$ cat src/core/tiq_pkg.sv
// Constants shared by the timer and DMA interrupt control block
package tiq_pkg;
    // Register indices; byte address is four times the index
    localparam logic [5:0] IDX_MASK = 6'h28;
    localparam logic [5:0] IDX_REQUEST = 6'h2e;
    localparam logic [5:0] IDX_STATUS = 6'h30;
    localparam logic [5:0] IDX_TCU = 6'h32;
    localparam logic [5:0] IDX_DMA0 = 6'h34;
    localparam logic [5:0] IDX_DMA1 = 6'h36;
    localparam logic [5:0] IDX_T1 = 6'h38;
    localparam logic [5:0] IDX_T2 = 6'h3a;
    localparam int IDX_LSB = 2;
    localparam int IDX_W = 6;
    localparam int DATA_W = 16;
    // Control register layout and reset
    localparam logic [15:0] CTRL_RESET = 16'h000f;
    localparam int MASK_BIT = 3;
    localparam int PRIO_W = 3;
    localparam int PRIO_LSB = 0;
    // Status register layout
    localparam int STS_SUSPEND_BIT = 15;
    localparam int STS_TMR_LSB = 0;
    localparam int NTIMER = 3;
    // Request register layout, also used by the mask register
    localparam int REQ_SERIAL_BIT = 10;
    localparam int REQ_WD_BIT = 9;
    localparam int REQ_EXT_LSB = 4;
    localparam int NEXT = 5;
    localparam int REQ_DMA_LSB = 2;
    localparam int REQ_TMR_BIT = 0;
    localparam int REQ_S_T1_BIT = 4;
    localparam int REQ_S_T2_BIT = 5;
    localparam int NSERIAL = 6;
    // Sources: timer unit or timer 0, dma 0, dma 1, timer 1, timer 2
    localparam int NSRC = 5;
    localparam int SRC_T0 = 0;
    localparam int SRC_D0 = 1;
    localparam int SRC_D1 = 2;
    localparam int SRC_T1 = 3;
    localparam int SRC_T2 = 4;
    localparam logic [4:0] MASTER_SRC_MAP = 5'h07;
    localparam logic [5:0] SRC_IDX [NSRC] = '{IDX_TCU, IDX_DMA0, IDX_DMA1, IDX_T1, IDX_T2};
    localparam int SRC_MASK_POS [NSRC] = '{0, 2, 3, 4, 5};
    localparam logic [7:0] SRC_VEC [NSRC] = '{8'h08, 8'h0a, 8'h0b, 8'h12, 8'h13};
    typedef enum logic [1:0] {ST_IDLE, ST_WR, ST_RD_WAIT, ST_RD_DONE} tiq_bus_st_e;
endpackage : tiq_pkg

$ cat src/core/tiq_reg_if.sv
// Register access carrier between bus slave and register logic
`timescale 1ns/10ps
interface tiq_reg_if;
    logic wr_en;
    logic [5:0] idx;
    logic [15:0] wdata;
    logic [15:0] rdata;
    modport bus (output wr_en, output idx, output wdata, input rdata);
    modport regs (input wr_en, input idx, input wdata, output rdata);
    modport fld (input wr_en, input idx, input wdata);
endinterface : tiq_reg_if

$ cat src/core/tiq_ahb_slave.sv
// AHB-Lite slave front end, one wait state on reads
`timescale 1ns/10ps
module tiq_ahb_slave
    import tiq_pkg::*;
(
    input wire logic clk_sys_in, // System clock
    input wire logic nrst_in, // Sync reset, active low
    input wire logic hsel_in, // Slave select
    input wire logic [31:0] haddr_in, // Byte address
    input wire logic [1:0] htrans_in, // Transfer type
    input wire logic hwrite_in, // Write when high
    input wire logic hready_in, // Bus ready
    input wire logic [31:0] hwdata_in, // Write data
    output logic [31:0] hrdata_out, // Read data
    output logic hreadyout_out, // Slave ready
    tiq_reg_if.bus rb // Register side
);
    tiq_bus_st_e st_q;
    logic [5:0] idx_q;
    logic ok_q;
    logic [31:0] hrdata_q;
    logic accept;

    assign accept = hsel_in && htrans_in[1] && hready_in;
    assign hreadyout_out = (st_q != ST_RD_WAIT);
    assign hrdata_out = hrdata_q;
    assign rb.idx = idx_q;
    assign rb.wdata = hwdata_in[DATA_W-1:0];
    assign rb.wr_en = (st_q == ST_WR) && ok_q;

    always_ff @(posedge clk_sys_in)
    begin
        if (!nrst_in)
            st_q <= ST_IDLE;
        else if (st_q == ST_RD_WAIT)
            st_q <= ST_RD_DONE;
        else if (accept)
            st_q <= hwrite_in ? ST_WR : ST_RD_WAIT;
        else
            st_q <= ST_IDLE;
    end

    always_ff @(posedge clk_sys_in)
    begin
        if (!nrst_in)
        begin
            idx_q <= 6'h00;
            ok_q <= 1'b0;
        end
        else if (accept)
        begin
            idx_q <= haddr_in[IDX_LSB +: IDX_W];
            ok_q <= (haddr_in[31:8] == 24'h00_0000) && (haddr_in[1:0] == 2'h0);
        end
    end

    // Read data sampled after any write in flight has landed
    always_ff @(posedge clk_sys_in)
    begin
        if (!nrst_in)
            hrdata_q <= 32'h0000_0000;
        else if (st_q == ST_RD_WAIT)
            hrdata_q <= ok_q ? {16'h0000, rb.rdata} : 32'h0000_0000;
    end
endmodule : tiq_ahb_slave

$ cat src/core/tiq_irq_ctrl.sv
// Timer and DMA interrupt control, status and request registers
//
// Contract
// - Master mode: timers use vectors 08h, 12h, 13h under one unit register.
// - Control bit 3 is the mask: 0 lets the source interrupt, 1 blocks.
// - Bits 2:0 hold the source priority; reset value 7, the lowest.
// - Control mask bits and mask register bits always show the same value.
// - Slave mode: timers 2, 1, 0 own registers at 03ah, 038h, 032h.
// - DMA channel 0 and 1 sources use vectors 0ah and 0bh.
// - Each shared pin is an interrupt or DMA request, chosen outside.
// - Slave mode keeps both DMA control registers at the same addresses.
// - Every control register resets to 000Fh.
// - While status bit 15 is set, all DMA transfers are held off.
// - Halt bit sets on a non-maskable interrupt, clears on interrupt return.
// - Status bits 2:0 show pending requests of timers 2, 1, 0.
// - Request bit 0 is the OR of the three timer pending bits in master mode, timer 0 alone in slave mode.
// - Request register is read-only and shows live request lines.
// - Request bit 10, when enabled, ORs the six serial port sources; the code does so in master mode only, bit 10 reads 0 in slave mode.
// - Request bit 9 reads 1 while a watchdog request is pending; the code does so in master mode only, bit 9 reads 0 in slave mode.
// - Master mode: request bits 8:4 are external lines 4:0; slave mode: bits 5:4 are timers 2, 1; bits 3:2 DMA channels.
// - Priority encodes 0 as 000b up to 7 as 111b, lower wins.
// - Writing the mask register equals writing the control mask bits.
`timescale 1ns/10ps
module tiq_irq_ctrl
    import tiq_pkg::*;
(
    input wire logic clk_sys_in, // System clock, 10 MHz
    input wire logic nrst_in, // Sync reset, active low
    input wire logic hsel_in, // AHB select
    input wire logic [31:0] haddr_in, // AHB address
    input wire logic [1:0] htrans_in, // AHB transfer type
    input wire logic hwrite_in, // AHB write
    input wire logic [2:0] hsize_in, // AHB size, words only
    input wire logic hready_in, // AHB ready
    input wire logic [31:0] hwdata_in, // AHB write data
    output logic [31:0] hrdata_out, // AHB read data
    output logic hreadyout_out, // AHB slave ready
    output logic hresp_out, // AHB response, always OKAY
    input wire logic slave_mode_in, // High selects slave mode map
    input wire logic [2:0] timer_event_in, // Timer 2..0 interrupt pulse
    input wire logic [2:0] timer_ack_in, // Timer 2..0 acknowledge pulse
    input wire logic nmi_in, // Non-maskable interrupt pulse
    input wire logic interrupt_return_instruction_in, // Interrupt return executed pulse
    input wire logic [1:0] shared_pin_in, // DMA/interrupt shared pins
    input wire logic [1:0] pin_is_irq_in, // High: pin is interrupt input
    input wire logic [1:0] dma_done_in, // DMA channel interrupt level
    input wire logic serial_irq_enable_in, // Serial port request enable
    input wire logic [5:0] serial_src_in, // Serial port source levels
    input wire logic watchdog_req_in, // Watchdog request level
    input wire logic [4:0] ext_line_req_in, // External lines 4..0 level
    output logic [1:0] dma_request_out, // DMA requests to channels
    output logic dma_suspend_out, // DMA halted
    output logic [4:0] src_req_out, // Per-source request to core
    output logic [14:0] src_prio_out, // Per-source priority, 3 bits each
    output logic irq_valid_out, // Winning request present
    output logic [7:0] irq_vector_out, // Winning vector type
    output logic [2:0] irq_prio_out // Winning priority
);
    tiq_reg_if rb ();

    logic [2:0] per_timer_pending_q;
    logic dma_suspend_flag_q;
    logic [NSRC-1:0] source_mask_bit;
    logic [PRIO_W-1:0] source_priority_field [NSRC];
    logic [NSRC-1:0] src_mapped;
    logic [NSRC-1:0] src_pend;
    logic [NSRC-1:0] src_req;
    logic [NSRC-1:0] mask_wr;
    logic [1:0] dma_channel_requests;
    logic timer_unit_pending;
    logic serial_port_request;
    logic sts_wr;
    logic [15:0] req_word;
    logic [15:0] mask_word;
    logic [15:0] sts_word;
    logic [2:0] per_timer_pending_d;
    logic dma_suspend_flag_d;
    logic win_valid;
    logic [7:0] win_vec;
    logic [2:0] win_prio;
    logic irq_valid_q;
    logic [7:0] irq_vector_q;
    logic [2:0] irq_prio_q;
    logic [4:0] src_req_q;

    assign hresp_out = 1'b0;

    tiq_ahb_slave u_bus (
        .clk_sys_in(clk_sys_in),
        .nrst_in(nrst_in),
        .hsel_in(hsel_in),
        .haddr_in(haddr_in),
        .htrans_in(htrans_in),
        .hwrite_in(hwrite_in),
        .hready_in(hready_in),
        .hwdata_in(hwdata_in),
        .hrdata_out(hrdata_out),
        .hreadyout_out(hreadyout_out),
        .rb(rb.bus)
    );

    // Timer 1 and 2 registers exist only in slave mode; dma ones in both
    assign src_mapped = slave_mode_in ? 5'h1f : MASTER_SRC_MAP;

    genvar g;
    generate
        for (g = 0; g < NSRC; g++)
        begin : g_src
            // Mask register bit drives the same flop as the control bit
            assign mask_wr[g] = rb.wr_en && (rb.idx == IDX_MASK) && src_mapped[g];
            tiq_src_ctrl #(
                .REG_IDX(SRC_IDX[g])
            ) u_ctrl (
                .clk_sys_in(clk_sys_in),
                .nrst_in(nrst_in),
                .rb(rb.fld),
                .mapped_in(src_mapped[g]),
                .mask_wr_in(mask_wr[g]),
                .mask_val_in(rb.wdata[SRC_MASK_POS[g]]),
                .mask_out(source_mask_bit[g]),
                .prio_out(source_priority_field[g])
            );
            assign src_prio_out[g*PRIO_W +: PRIO_W] = source_priority_field[g];
        end
    endgenerate

    // Shared pin either raises the channel's interrupt or requests DMA
    assign dma_channel_requests = (pin_is_irq_in & shared_pin_in)
        | (~pin_is_irq_in & dma_done_in);
    assign dma_request_out = (~pin_is_irq_in & shared_pin_in)
        & {2{~dma_suspend_flag_q}};
    assign dma_suspend_out = dma_suspend_flag_q;

    assign sts_wr = rb.wr_en && (rb.idx == IDX_STATUS);

    // A timer event in the cycle of a clear or a write still lands
    always_comb
    begin
        per_timer_pending_d = per_timer_pending_q & ~timer_ack_in;
        if (sts_wr)
            per_timer_pending_d = rb.wdata[STS_TMR_LSB +: NTIMER];
        per_timer_pending_d = per_timer_pending_d | timer_event_in;
    end

    always_ff @(posedge clk_sys_in)
    begin
        if (!nrst_in)
            per_timer_pending_q <= 3'h0;
        else
            per_timer_pending_q <= per_timer_pending_d;
    end

    // Non-maskable event beats software write, which beats return
    always_comb
    begin
        dma_suspend_flag_d = dma_suspend_flag_q;
        if (interrupt_return_instruction_in)
            dma_suspend_flag_d = 1'b0;
        if (sts_wr)
            dma_suspend_flag_d = rb.wdata[STS_SUSPEND_BIT];
        if (nmi_in)
            dma_suspend_flag_d = 1'b1;
    end

    always_ff @(posedge clk_sys_in)
    begin
        if (!nrst_in)
            dma_suspend_flag_q <= 1'b0;
        else
            dma_suspend_flag_q <= dma_suspend_flag_d;
    end

    assign timer_unit_pending = |per_timer_pending_q;
    assign serial_port_request = serial_irq_enable_in && (|serial_src_in);

    // Master mode folds all timers onto the unit source
    always_comb
    begin
        src_pend = 5'h00;
        src_pend[SRC_D0] = dma_channel_requests[0];
        src_pend[SRC_D1] = dma_channel_requests[1];
        if (slave_mode_in)
        begin
            src_pend[SRC_T0] = per_timer_pending_q[0];
            src_pend[SRC_T1] = per_timer_pending_q[1];
            src_pend[SRC_T2] = per_timer_pending_q[2];
        end
        else
            src_pend[SRC_T0] = timer_unit_pending;
    end

    assign src_req = src_pend & ~source_mask_bit & src_mapped;

    // Lowest priority code wins; ties go to the lower source number
    always_comb
    begin
        win_valid = 1'b0;
        win_vec = 8'h00;
        win_prio = 3'h7;
        for (int i = 0; i < NSRC; i++)
        begin
            if (src_req[i] && (!win_valid || (source_priority_field[i] < win_prio)))
            begin
                win_valid = 1'b1;
                win_prio = source_priority_field[i];
                win_vec = SRC_VEC[i];
            end
        end
        // Unit source in master mode names the lowest pending timer
        if (!slave_mode_in && win_valid && (win_vec == SRC_VEC[SRC_T0]))
        begin
            if (!per_timer_pending_q[0] && per_timer_pending_q[1])
                win_vec = SRC_VEC[SRC_T1];
            else if (!per_timer_pending_q[0])
                win_vec = SRC_VEC[SRC_T2];
        end
    end

    always_ff @(posedge clk_sys_in)
    begin
        if (!nrst_in)
        begin
            irq_valid_q <= 1'b0;
            irq_vector_q <= 8'h00;
            irq_prio_q <= 3'h7;
            src_req_q <= 5'h00;
        end
        else
        begin
            irq_valid_q <= win_valid;
            irq_vector_q <= win_vec;
            irq_prio_q <= win_prio;
            src_req_q <= src_req;
        end
    end

    assign irq_valid_out = irq_valid_q;
    assign irq_vector_out = irq_vector_q;
    assign irq_prio_out = irq_prio_q;
    assign src_req_out = src_req_q;

    // Live request lines; no storage so nothing to reset
    always_comb
    begin
        req_word = 16'h0000;
        req_word[REQ_DMA_LSB +: 2] = dma_channel_requests;
        if (slave_mode_in)
        begin
            req_word[REQ_TMR_BIT] = per_timer_pending_q[0];
            req_word[REQ_S_T1_BIT] = per_timer_pending_q[1];
            req_word[REQ_S_T2_BIT] = per_timer_pending_q[2];
        end
        else
        begin
            req_word[REQ_TMR_BIT] = timer_unit_pending;
            req_word[REQ_SERIAL_BIT] = serial_port_request;
            req_word[REQ_WD_BIT] = watchdog_req_in;
            req_word[REQ_EXT_LSB +: NEXT] = ext_line_req_in;
        end
    end

    // Mask register view reads the very flops the control registers hold
    always_comb
    begin
        mask_word = 16'h0000;
        for (int i = 0; i < NSRC; i++)
        begin
            if (src_mapped[i])
                mask_word[SRC_MASK_POS[i]] = source_mask_bit[i];
        end
    end

    always_comb
    begin
        sts_word = 16'h0000;
        sts_word[STS_SUSPEND_BIT] = dma_suspend_flag_q;
        sts_word[STS_TMR_LSB +: NTIMER] = per_timer_pending_q;
    end

    // Unknown indices and registers of the other mode read zero
    always_comb
    begin
        rb.rdata = 16'h0000;
        if (rb.idx == IDX_REQUEST)
            rb.rdata = req_word;
        else if (rb.idx == IDX_MASK)
            rb.rdata = mask_word;
        else if (rb.idx == IDX_STATUS)
            rb.rdata = sts_word;
        else
        begin
            for (int i = 0; i < NSRC; i++)
            begin
                if ((rb.idx == SRC_IDX[i]) && src_mapped[i])
                    rb.rdata = {12'h000, source_mask_bit[i], source_priority_field[i]};
            end
        end
    end
endmodule : tiq_irq_ctrl

$ cat src/core/tiq_src_ctrl.sv
// One source control register: mask bit and priority field
`timescale 1ns/10ps
module tiq_src_ctrl
    import tiq_pkg::*;
#(
    parameter logic [5:0] REG_IDX = IDX_TCU
)
(
    input wire logic clk_sys_in, // System clock
    input wire logic nrst_in, // Sync reset, active low
    tiq_reg_if.fld rb, // Register writes
    input wire logic mapped_in, // Register visible in this mode
    input wire logic mask_wr_in, // Mask register write hits this source
    input wire logic mask_val_in, // Mask value from mask register
    output logic mask_out, // Source blocked when high
    output logic [2:0] prio_out // Priority, 0 highest
);
    always_ff @(posedge clk_sys_in)
    begin
        if (!nrst_in)
        begin
            mask_out <= CTRL_RESET[MASK_BIT];
            prio_out <= CTRL_RESET[PRIO_LSB +: PRIO_W];
        end
        else if (rb.wr_en && (rb.idx == REG_IDX) && mapped_in)
        begin
            mask_out <= rb.wdata[MASK_BIT];
            prio_out <= rb.wdata[PRIO_LSB +: PRIO_W];
        end
        else if (mask_wr_in)
            mask_out <= mask_val_in;
    end
endmodule : tiq_src_ctrl
$ cat config.mk
export PLATFORM = sky130hd
export DESIGN_NAME = tiq_irq_ctrl
export DESIGN_NICKNAME = d
export VERILOG_FILES = /design/src/core/tiq_pkg.sv /design/src/core/tiq_reg_if.sv /design/src/core/tiq_ahb_slave.sv /design/src/core/tiq_irq_ctrl.sv /design/src/core/tiq_src_ctrl.sv
export SDC_FILE = /design/constraint.sdc
export NUM_CORES = 1
export LEC_CHECK = 0
export BUFFER_PORTS_ARGS = -buffer_cell sky130_fd_sc_hd__buf_2
export CORE_UTILIZATION = 46
export CTS_CLUSTER_SIZE = 8
export DETAILED_ROUTE_END_ITERATION = 12
export HOLD_SLACK_MARGIN = 0.12
export PLACE_DENSITY_LB_ADDON = 0.2
export SETUP_SLACK_MARGIN = 0.05
export SYNTH_ARGS = -nofsm -noshare
export SYNTH_HDL_FRONTEND = slang
export SYNTH_SLANG_ARGS = --single-unit
$ cat constraint.sdc
create_clock -name clk_sys_in -period 6.15 [get_ports clk_sys_in]
set_input_delay 0.615 -clock clk_sys_in [delete_from_list [all_inputs] [get_ports clk_sys_in]]
set_output_delay 0.615 -clock clk_sys_in [all_outputs]
set_load 0.1 [all_outputs]
==> summary.txt, run 1 <==
Max Freq: 174 MHz
EDFF count, synth: 0
Final setup vio count: 0
Seq cells post-synth: 58
Hold Fails Final Rpt: 0
Post-detailed-route wirelength per cell: 15.2 um
I/O pin cnt: 171
Max Clock Skew: 0.00725 ns
CTS tree: yes
Hold crit path type: flip-flop to flip-flop
TritonCTS Buffers: 9
Clock buffer depth: 2
Asr flop ratio synth: 0
Die H: 87.9 um
Post-synth top area cell: dfxtp_1
Hold Buf Count CTS: 0
H-tree depth: 3
Layout fillers: 625
Max incr delay on CP: 0.38 ns
Worst skew pair latency: 0.34 ns
Critical Path Start Type: input pin
Rows: 30
Cell Area, Synth: 3390 um^2
Fin crit period: 5.76 ns
Initial drt markers: 233
Die ar.: 7730 um^2
DR pass1 iterations: 6
Core area: 6940 um^2
Power Density: 208 nW/um^2
Total GRT Usage: 0.244
Maxcap violations: 0
Clock sinks: 58
PortBufs: 116
Reg2Reg Depth: 27
Clock Power Share: 0.412
RSZ-0062 raised after global routing: no
Mapped Cells: 405
Top post-synthesis cells by area: dfxtp_1 34%, nand2_1 6.6%, buf_4 5.5%
Synth cell types: 61
Pwr Total: 0.000884 W
Critical-path maximum fanout: 6
Starting Density: 0.489
Crit Path Class: input pin to flip-flop
Status: finished clean
Min-delay src: u_bus.hrdata_out[10]$_SDFFE_PN0P_
Via count: 3383
Sequential share of the synthesized area: 0.342
CP Data Required Time: 6.34 ns
Hold WS: 0.462 ns
Total grt overflow: 0
Layout area overhead: 25.0%
Multi-input gate area: 2050 um^2
Final WL: 9540 um
Capturing point of the worst reg2reg path: irq_prio_out[1]$_SDFF_PN1_
Critical Path Most Common Cell: ha_1
Drt drc: 0
Vias in the first global route: 2924
Post-synth top cells: 60 x nand2_1, 58 x dfxtp_1, 26 x nor2_1
CTS root buffer: clkbuf_8
Die Width: 87.9 um
Register area: 1160 um^2
Routability cong.: 0.912
Worst Hold Path Cells: 2
TNS Setup: 0 ns
Comb pwr share: 0.154
Initial antenna violation count: 0
Top-count cell post-synth: nand2_1
Syn avg cell area: 8.38 um^2
Primary FF master, synth: dfxtp_1
Register share of total power: 0.434
Internal power: 0.000616 W
Least-Margin Pin Slew: 0.914 ns
Switching power total: 0.000268 W
Diode count: 0
YS warnings: 0
Clock slew at reported path FFs: 0.07 ns
Largest net degree at the start of global routing: 59
Share of cells above drive strength 1: 0.325
Worst r2r src: per_timer_pending_q[0]$_SDFF_PN0_
Final HPWL DP: 7180 um
Worst path arrival time: 5.95 ns
Global-route wire length before repair: 14400 um
Maximum VDD drop: 0.137 mV
Slowest cell on the critical path: or3_1
Leak: 1.81 nW
Vias per cell: 5.38
Final worst-path cycle share: 0.937
Switching part of the total: 0.303
Detail Route Antenna Nets: 0
Post-synth top area share: 0.342
Layout Nets: 637
Endpoint class of the critical path: flip-flop
Hold Path Sink: u_bus.hrdata_out[10]$_SDFFE_PN0P_
Final Max Slew Viols: 0
Reg-to-reg setup timing slack: 0.41 ns
Slew HR: 0.391
sequential cells by signal, indices dropped and copies added (netlist names), 2 cells and up:
| register | flops |
|---|---|
| u_bus.st_q | 2 |
| src_req_out | 5 |
| u_bus.rb.idx | 6 |
| irq_prio_out | 3 |
| g_src.u_ctrl.prio_out | 15 |
| g_src.u_ctrl.mask_out | 5 |
| irq_vector_out | 4 |
| per_timer_pending_q | 3 |
| u_bus.hrdata_out | 12 |
final cells by class:
class                      instances  share of cell area
multi-input combinational        321               0.484
sequential                        58               0.274
timing repair buffer             127               0.156
clock inverter                     5              0.0124
clock buffer                      11              0.0357
inverter                          11             0.00973
tap                               96              0.0283
placed cells by master (no fill, tap or decap), types with 3 or more instances in the layout:
master	synthesis	layout
or3_1	4	4
buf_4	25	11
buf_2	2	116
ha_1	7	7
nor4_1	9	9
a22oi_1	12	12
mux2_2	3	3
nor3_1	8	6
or2_2	5	5
and2_1	7	6
nor3_2	1	3
clkbuf_8	0	11
a211oi_1	5	5
o31a_1	3	3
clkinv_2	0	3
mux2i_1	18	16
a21oi_1	14	14
o21a_1	5	5
nand3b_1	4	4
dfxtp_1	58	57
conb_1	1	25
o21ai_0	12	12
nand2_1	60	60
mux2i_2	1	3
a21boi_0	8	8
o22ai_1	5	5
nor3b_1	6	6
nand3_1	6	6
nor2b_1	20	20
o211ai_1	8	8
inv_1	11	11
nor2_1	26	26
critical path, delay by kind of cell:
family | cells | cell delay, ns
fa+ha+maj | 4 | 1.11
compound gates | 10 | 1.55
simple gates | 9 | 1.77
buf+inv | 3 | 0.34
mux | 2 | 0.55
timing repair:
| item | CTS | global route |
|---|---|---|
| setup buffers | 0 | 0 |
| resized for setup | 0 | 6 |
| endpoints found under the setup margin | 0 | 6 |
power groups by stage:
stage / Combinational [W] / Clock, W / Sequential, W
floorplan: 0.000110 / 0 / 0.000393
CTS: 0.000135 / 0.000368 / 0.000383
finish: 0.000136 / 0.000364 / 0.000384
global route: 0.000142 / 0.000387 / 0.000384
detailed placement: 0.000135 / 0 / 0.000392
global placement: 0.000134 / 0 / 0.000392
through the flow:
| step | setup WS, ns | instances | cell area, um^2 | util |
|---|---|---|---|---|
| floorplan | 0.470 | 429 | 3480 | - |
| global placement | 0.162 | 613 | 4020 | 0.579 |
| detailed placement | 0.0346 | 613 | 4020 | 0.579 |
| CTS | 0.284 | 629 | 4220 | 0.608 |
| global route | 0.0903 | 629 | 4240 | 0.611 |
| finish | 0.389 | 629 | 4240 | 0.611 |
worst max-delay path by stage:
stage | start | endpoint | slack (ns) | cells past startpoint
final | slave_mode_in | irq_prio_out[1]$_SDFF_PN1_ | 0.39 | 28
after global routing | per_timer_pending_q[0]$_SDFF_PN0_ | irq_prio_out[1]$_SDFF_PN1_ | 0.09 | 27
after CTS | per_timer_pending_q[0]$_SDFF_PN0_ | irq_prio_out[1]$_SDFF_PN1_ | 0.28 | 27
after detailed placement | slave_mode_in | irq_prio_out[1]$_SDFF_PN1_ | 0.03 | 28
after global placement | slave_mode_in | irq_prio_out[1]$_SDFF_PN1_ | 0.16 | 28
after floorplan | slave_mode_in | irq_prio_out[1]$_SDFF_PN1_ | 0.47 | 28
metal layers:
metal	GRT usage	wire length (um)
met5	0	0
met4	0.106	157
met3	0.0594	740
met2	0.358	4360
met1	0.340	4280
cells by family (layout without fill, tap and decap cells):
family	count (synthesis)	count (layout)	share of synthesized area
AND/OR/NAND/NOR	166	166	0.247
flip-flops	58	58	0.342
buffers and inverters	50	154	0.0859
AO/OA/AOI/OAI	99	99	0.222
multiplexers	24	24	0.0759
other	1	25	0.00110
adder cells (fa/ha/maj)	7	7	0.0258
(Power assumes the default switching activity.)
==> inputs of run 2 (changes only) <==
Settings changed: ABC_AREA set to 1, BUFFER_PORTS_ARGS -buffer_cell sky130_fd_sc_hd__buf_2 to -buffer_cell sky130_fd_sc_hd__buf_4.
==> summary.txt, run 2 <==
Die Width: 86.4 um (was 87.9 um)
Syn avg cell area: 7.15 um^2 (was 8.38 um^2)
CP Data Required Time: 6.39 ns (was 6.34 ns)
Crit Path Class: input pin to flip-flop (unchanged)
DR pass1 iterations: 4 (was 6)
Total grt overflow: 0 (unchanged)
I/O pin cnt: 171 (unchanged)
Crit path depth: 33 (was 28)
Max Freq: 204 MHz (was 174 MHz)
Post-detailed-route wirelength per cell: 13.7 um (was 15.2 um)
Cell Area, Synth: 3270 um^2 (was 3390 um^2)
Die H: 86.4 um (was 87.9 um)
Post-synthesis simple-gate area fraction: 0.274 (was 0.247)
Mapped Cells: 458 (was 405)
Setup bufs post-CTS: 0 (unchanged)
Vias per cell: 5.05 (was 5.38)
Slowest cell on the critical path: ha_1 (was or3_1)
# placed instances: 659 (was 613)
Met2 routed WL: 4560 um (was 4360 um)
Die ar.: 7460 um^2 (was 7730 um^2)
Fin crit period: 4.91 ns (was 5.76 ns)
Top-count cell post-synth: nand2_1 (unchanged)
Max Used Layer: met4 (unchanged)
Hold crit path type: flip-flop to flip-flop (unchanged)
Synth cell types: 34 (was 61)
Asr flop ratio synth: 0 (unchanged)
Total GRT Usage: 0.257 (was 0.244)
Reg2Reg Depth: 31 (was 27)
Reg with most FFs: g_src.u_ctrl.prio_out (unchanged)
Reg-to-reg setup timing slack: 1.32 ns (was 0.41 ns)
Max reg flops: 15 (unchanged)
Core area: 6830 um^2 (was 6940 um^2)
Final Max Slew Viols: 0 (unchanged)
Critical Path Start Type: input pin (unchanged)
Final WL: 9240 um (was 9540 um)
CP Capture Point: irq_vector_out[3]$_SDFF_PN0_ (was irq_prio_out[1]$_SDFF_PN1_)
Clock buffer depth: 2 (unchanged)
Final worst slack: 1.24 ns (was 0.389 ns)
H-tree depth: 3 (unchanged)
CTS root buffer: clkbuf_8 (unchanged)
Post-synth top cells: 81 x nand2_1, 64 x inv_1, 58 x dfxtp_1 (was 60 x nand2_1, 58 x dfxtp_1, 26 x nor2_1)
Layout Nets: 683 (was 637)
Most common cell after layout, fill and taps aside: buf_4 (was buf_2)
Power Density: 213 nW/um^2 (was 208 nW/um^2)
Met3 wire len: 584 um (was 740 um)
Via count: 3412 (was 3383)
Seq cells post-synth: 58 (unchanged)
Hold Buf Count CTS: 0 (unchanged)
Initial drt markers: 164 (was 233)
Endpoint class of the critical path: flip-flop (unchanged)
Clock slew at reported path FFs: 0.08 ns (was 0.07 ns)
Rows: 30 (unchanged)
Non-Filler Instances: 675 (was 629)
Critical path startpoint: slave_mode_in (unchanged)
Top post-synthesis cells by area: dfxtp_1 35%, nand2_1 9.3%, inv_1 7.3% (was dfxtp_1 34%, nand2_1 6.6%, buf_4 5.5%)
Maximum VDD drop: 0.103 mV (was 0.137 mV)
Routability cong.: 0.899 (was 0.912)
Critical-path maximum fanout: 9 (was 6)
Met1 wire length: 3900 um (was 4280 um)
Starting Density: 0.479 (was 0.489)
Worst path arrival time: 5.15 ns (was 5.95 ns)
Global-route wire length before repair: 14800 um (was 14400 um)
Adder-cell area share of the yosys netlist: 0.0267 (was 0.0258)
Post-place setup slack: 0.913 ns (was 0.0346 ns)
Hold Fails Final Rpt: 0 (unchanged)
Worst r2r src: per_timer_pending_q[2]$_SDFF_PN0_ (was per_timer_pending_q[0]$_SDFF_PN0_)
Final setup vio count: 0 (unchanged)
Commonest non-fill, non-tap cells in the layout: 116 x buf_4, 81 x nand2_1, 64 x inv_1 (was 116 x buf_2, 60 x nand2_1, 57 x dfxtp_1)
Synth Area in Compound Gates: 0.198 (was 0.222)
PortBufs: 116 (unchanged)
CTS tree: yes (unchanged)
Vias in the first global route: 3263 (was 2924)
Capturing point of the worst reg2reg path: irq_vector_out[3]$_SDFF_PN0_ (was irq_prio_out[1]$_SDFF_PN1_)
YS warnings: 0 (unchanged)
Detail Route Antenna Nets: 0 (unchanged)
Status: finished clean (unchanged)
Share of cells above drive strength 1: 0.264 (was 0.325)
Primary FF master, synth: dfxtp_1 (unchanged)
TNS Setup: 0 ns (unchanged)
RSZ-0062 raised after global routing: no (unchanged)
TritonCTS Buffers: 9 (unchanged)
Post-synth top area cell: dfxtp_1 (unchanged)
Post-synthesis xor/xnor area fraction: 0 (unchanged)
Diode count: 0 (unchanged)
Leak: 2.09 nW (was 1.81 nW)
CTS resizes: 0 (unchanged)
Final Core Density: 0.634 (was 0.611)
Top delay family on crit path: simple AND/OR/NAND/NOR gates (unchanged)
Layout area overhead: 32.3% (was 25.0%)
EDFF count, synth: 0 (unchanged)
Initial antenna violation count: 0 (unchanged)
Least-Margin Pin Slew: 0.750 ns (was 0.914 ns)
Final HPWL DP: 7310 um (was 7180 um)
Slew HR: 0.499 (was 0.391)
Main combinational cell family by area after synthesis: simple AND/OR/NAND/NOR gates (unchanged)
Final worst-path cycle share: 0.799 (was 0.937)
Post-synth top area share: 0.355 (was 0.342)
Max incr delay on CP: 0.30 ns (was 0.38 ns)
Post-synthesis mux area share: 0 (was 0.0759)
Drt drc: 0 (unchanged)
Max Clock Skew: 0.0167 ns (was 0.00725 ns)
Maxcap violations: 0 (unchanged)
Clock sinks: 58 (unchanged)
Critical path buffers and inverters: 4 (was 3)
Worst skew pair latency: 0.34 ns (about the same)
Largest net degree at the start of global routing: 38 (was 59)
Sequential share of the synthesized area: 0.355 (was 0.342)
Hold WS: 0.470 ns (was 0.462 ns)
run 2: logic make-up (layout without fill, tap and decap cells):
family | Yosys count | count (layout)
and+or+nand+nor | 189 | 189
AOI/OAI and AO/OA | 103 | 103
buffers and inverters | 100 | 197
DFF | 58 | 58
adders and majority gates | 7 | 7
other | 1 | 25
run 2: how the worst min path moves through the flow:
stage / startpoint / end / slack, ns / cells past startpoint
after global routing: u_bus.hrdata_out[5]$_SDFFE_PN0P_ / u_bus.hrdata_out[5]$_SDFFE_PN0P_ / 0.49 / 2
after CTS: u_bus.hrdata_out[0]$_SDFFE_PN0P_ / u_bus.hrdata_out[0]$_SDFFE_PN0P_ / 0.47 / 2
after floorplan: u_bus.rb.idx[1]$_SDFFE_PN0P_ / u_bus.rb.idx[1]$_SDFFE_PN0P_ / 0.44 / 2
after detailed placement: u_bus.hrdata_out[1]$_SDFFE_PN0P_ / u_bus.hrdata_out[1]$_SDFFE_PN0P_ / 0.46 / 2
after global placement: u_bus.hrdata_out[15]$_SDFFE_PN0P_ / u_bus.hrdata_out[15]$_SDFFE_PN0P_ / 0.45 / 2
final: u_bus.hrdata_out[0]$_SDFFE_PN0P_ / u_bus.hrdata_out[0]$_SDFFE_PN0P_ / 0.47 / 2
run 2: where the power goes:
group          switching [W]  internal, W  leakage (nW)  total, W
clock               0.000150     0.000228         0.107  0.000377
sequential        0.00000431     0.000381         0.470  0.000385
combinational       0.000119    0.0000393          1.51  0.000159
total               0.000273     0.000648          2.09  0.000921
run 2: cell type report:
cell class	instances	area, um^2
clock buffers	11	131
repair buffers	116	871
fillers	653	2500
clock inverters	5	78.8
well taps	96	120
multi-input cells	324	1730
flip-flops and latches	58	1160
inverters	65	244
run 2: stage by stage:
stage	total power (W)	area, um^2
3_3_place_gp	0.000550	4120
5_1_grt	0.000952	4330
2_1_floorplan	0.000514	3360
3_5_place_dp	0.000551	4120
6_report	0.000921	4330
4_1_cts	0.000925	4330
run 2: worst reg2reg max path, delay by kind of cell (launching register included):
| family | cells | cell delay [ns] |
|---|---|---|
| buf+inv | 2 | 0.10 |
| simple gates | 16 | 1.52 |
| fa+ha+maj | 4 | 1.14 |
| compound gates | 9 | 1.55 |
| flops | 1 | 0.43 |
run 2: per-layer routing:
layer  global-route usage  up-vias
li1                     -     1726
met1                0.303     1532
met2                0.448      139
met3               0.0429       15
met4                0.133        0
met5                    0        -
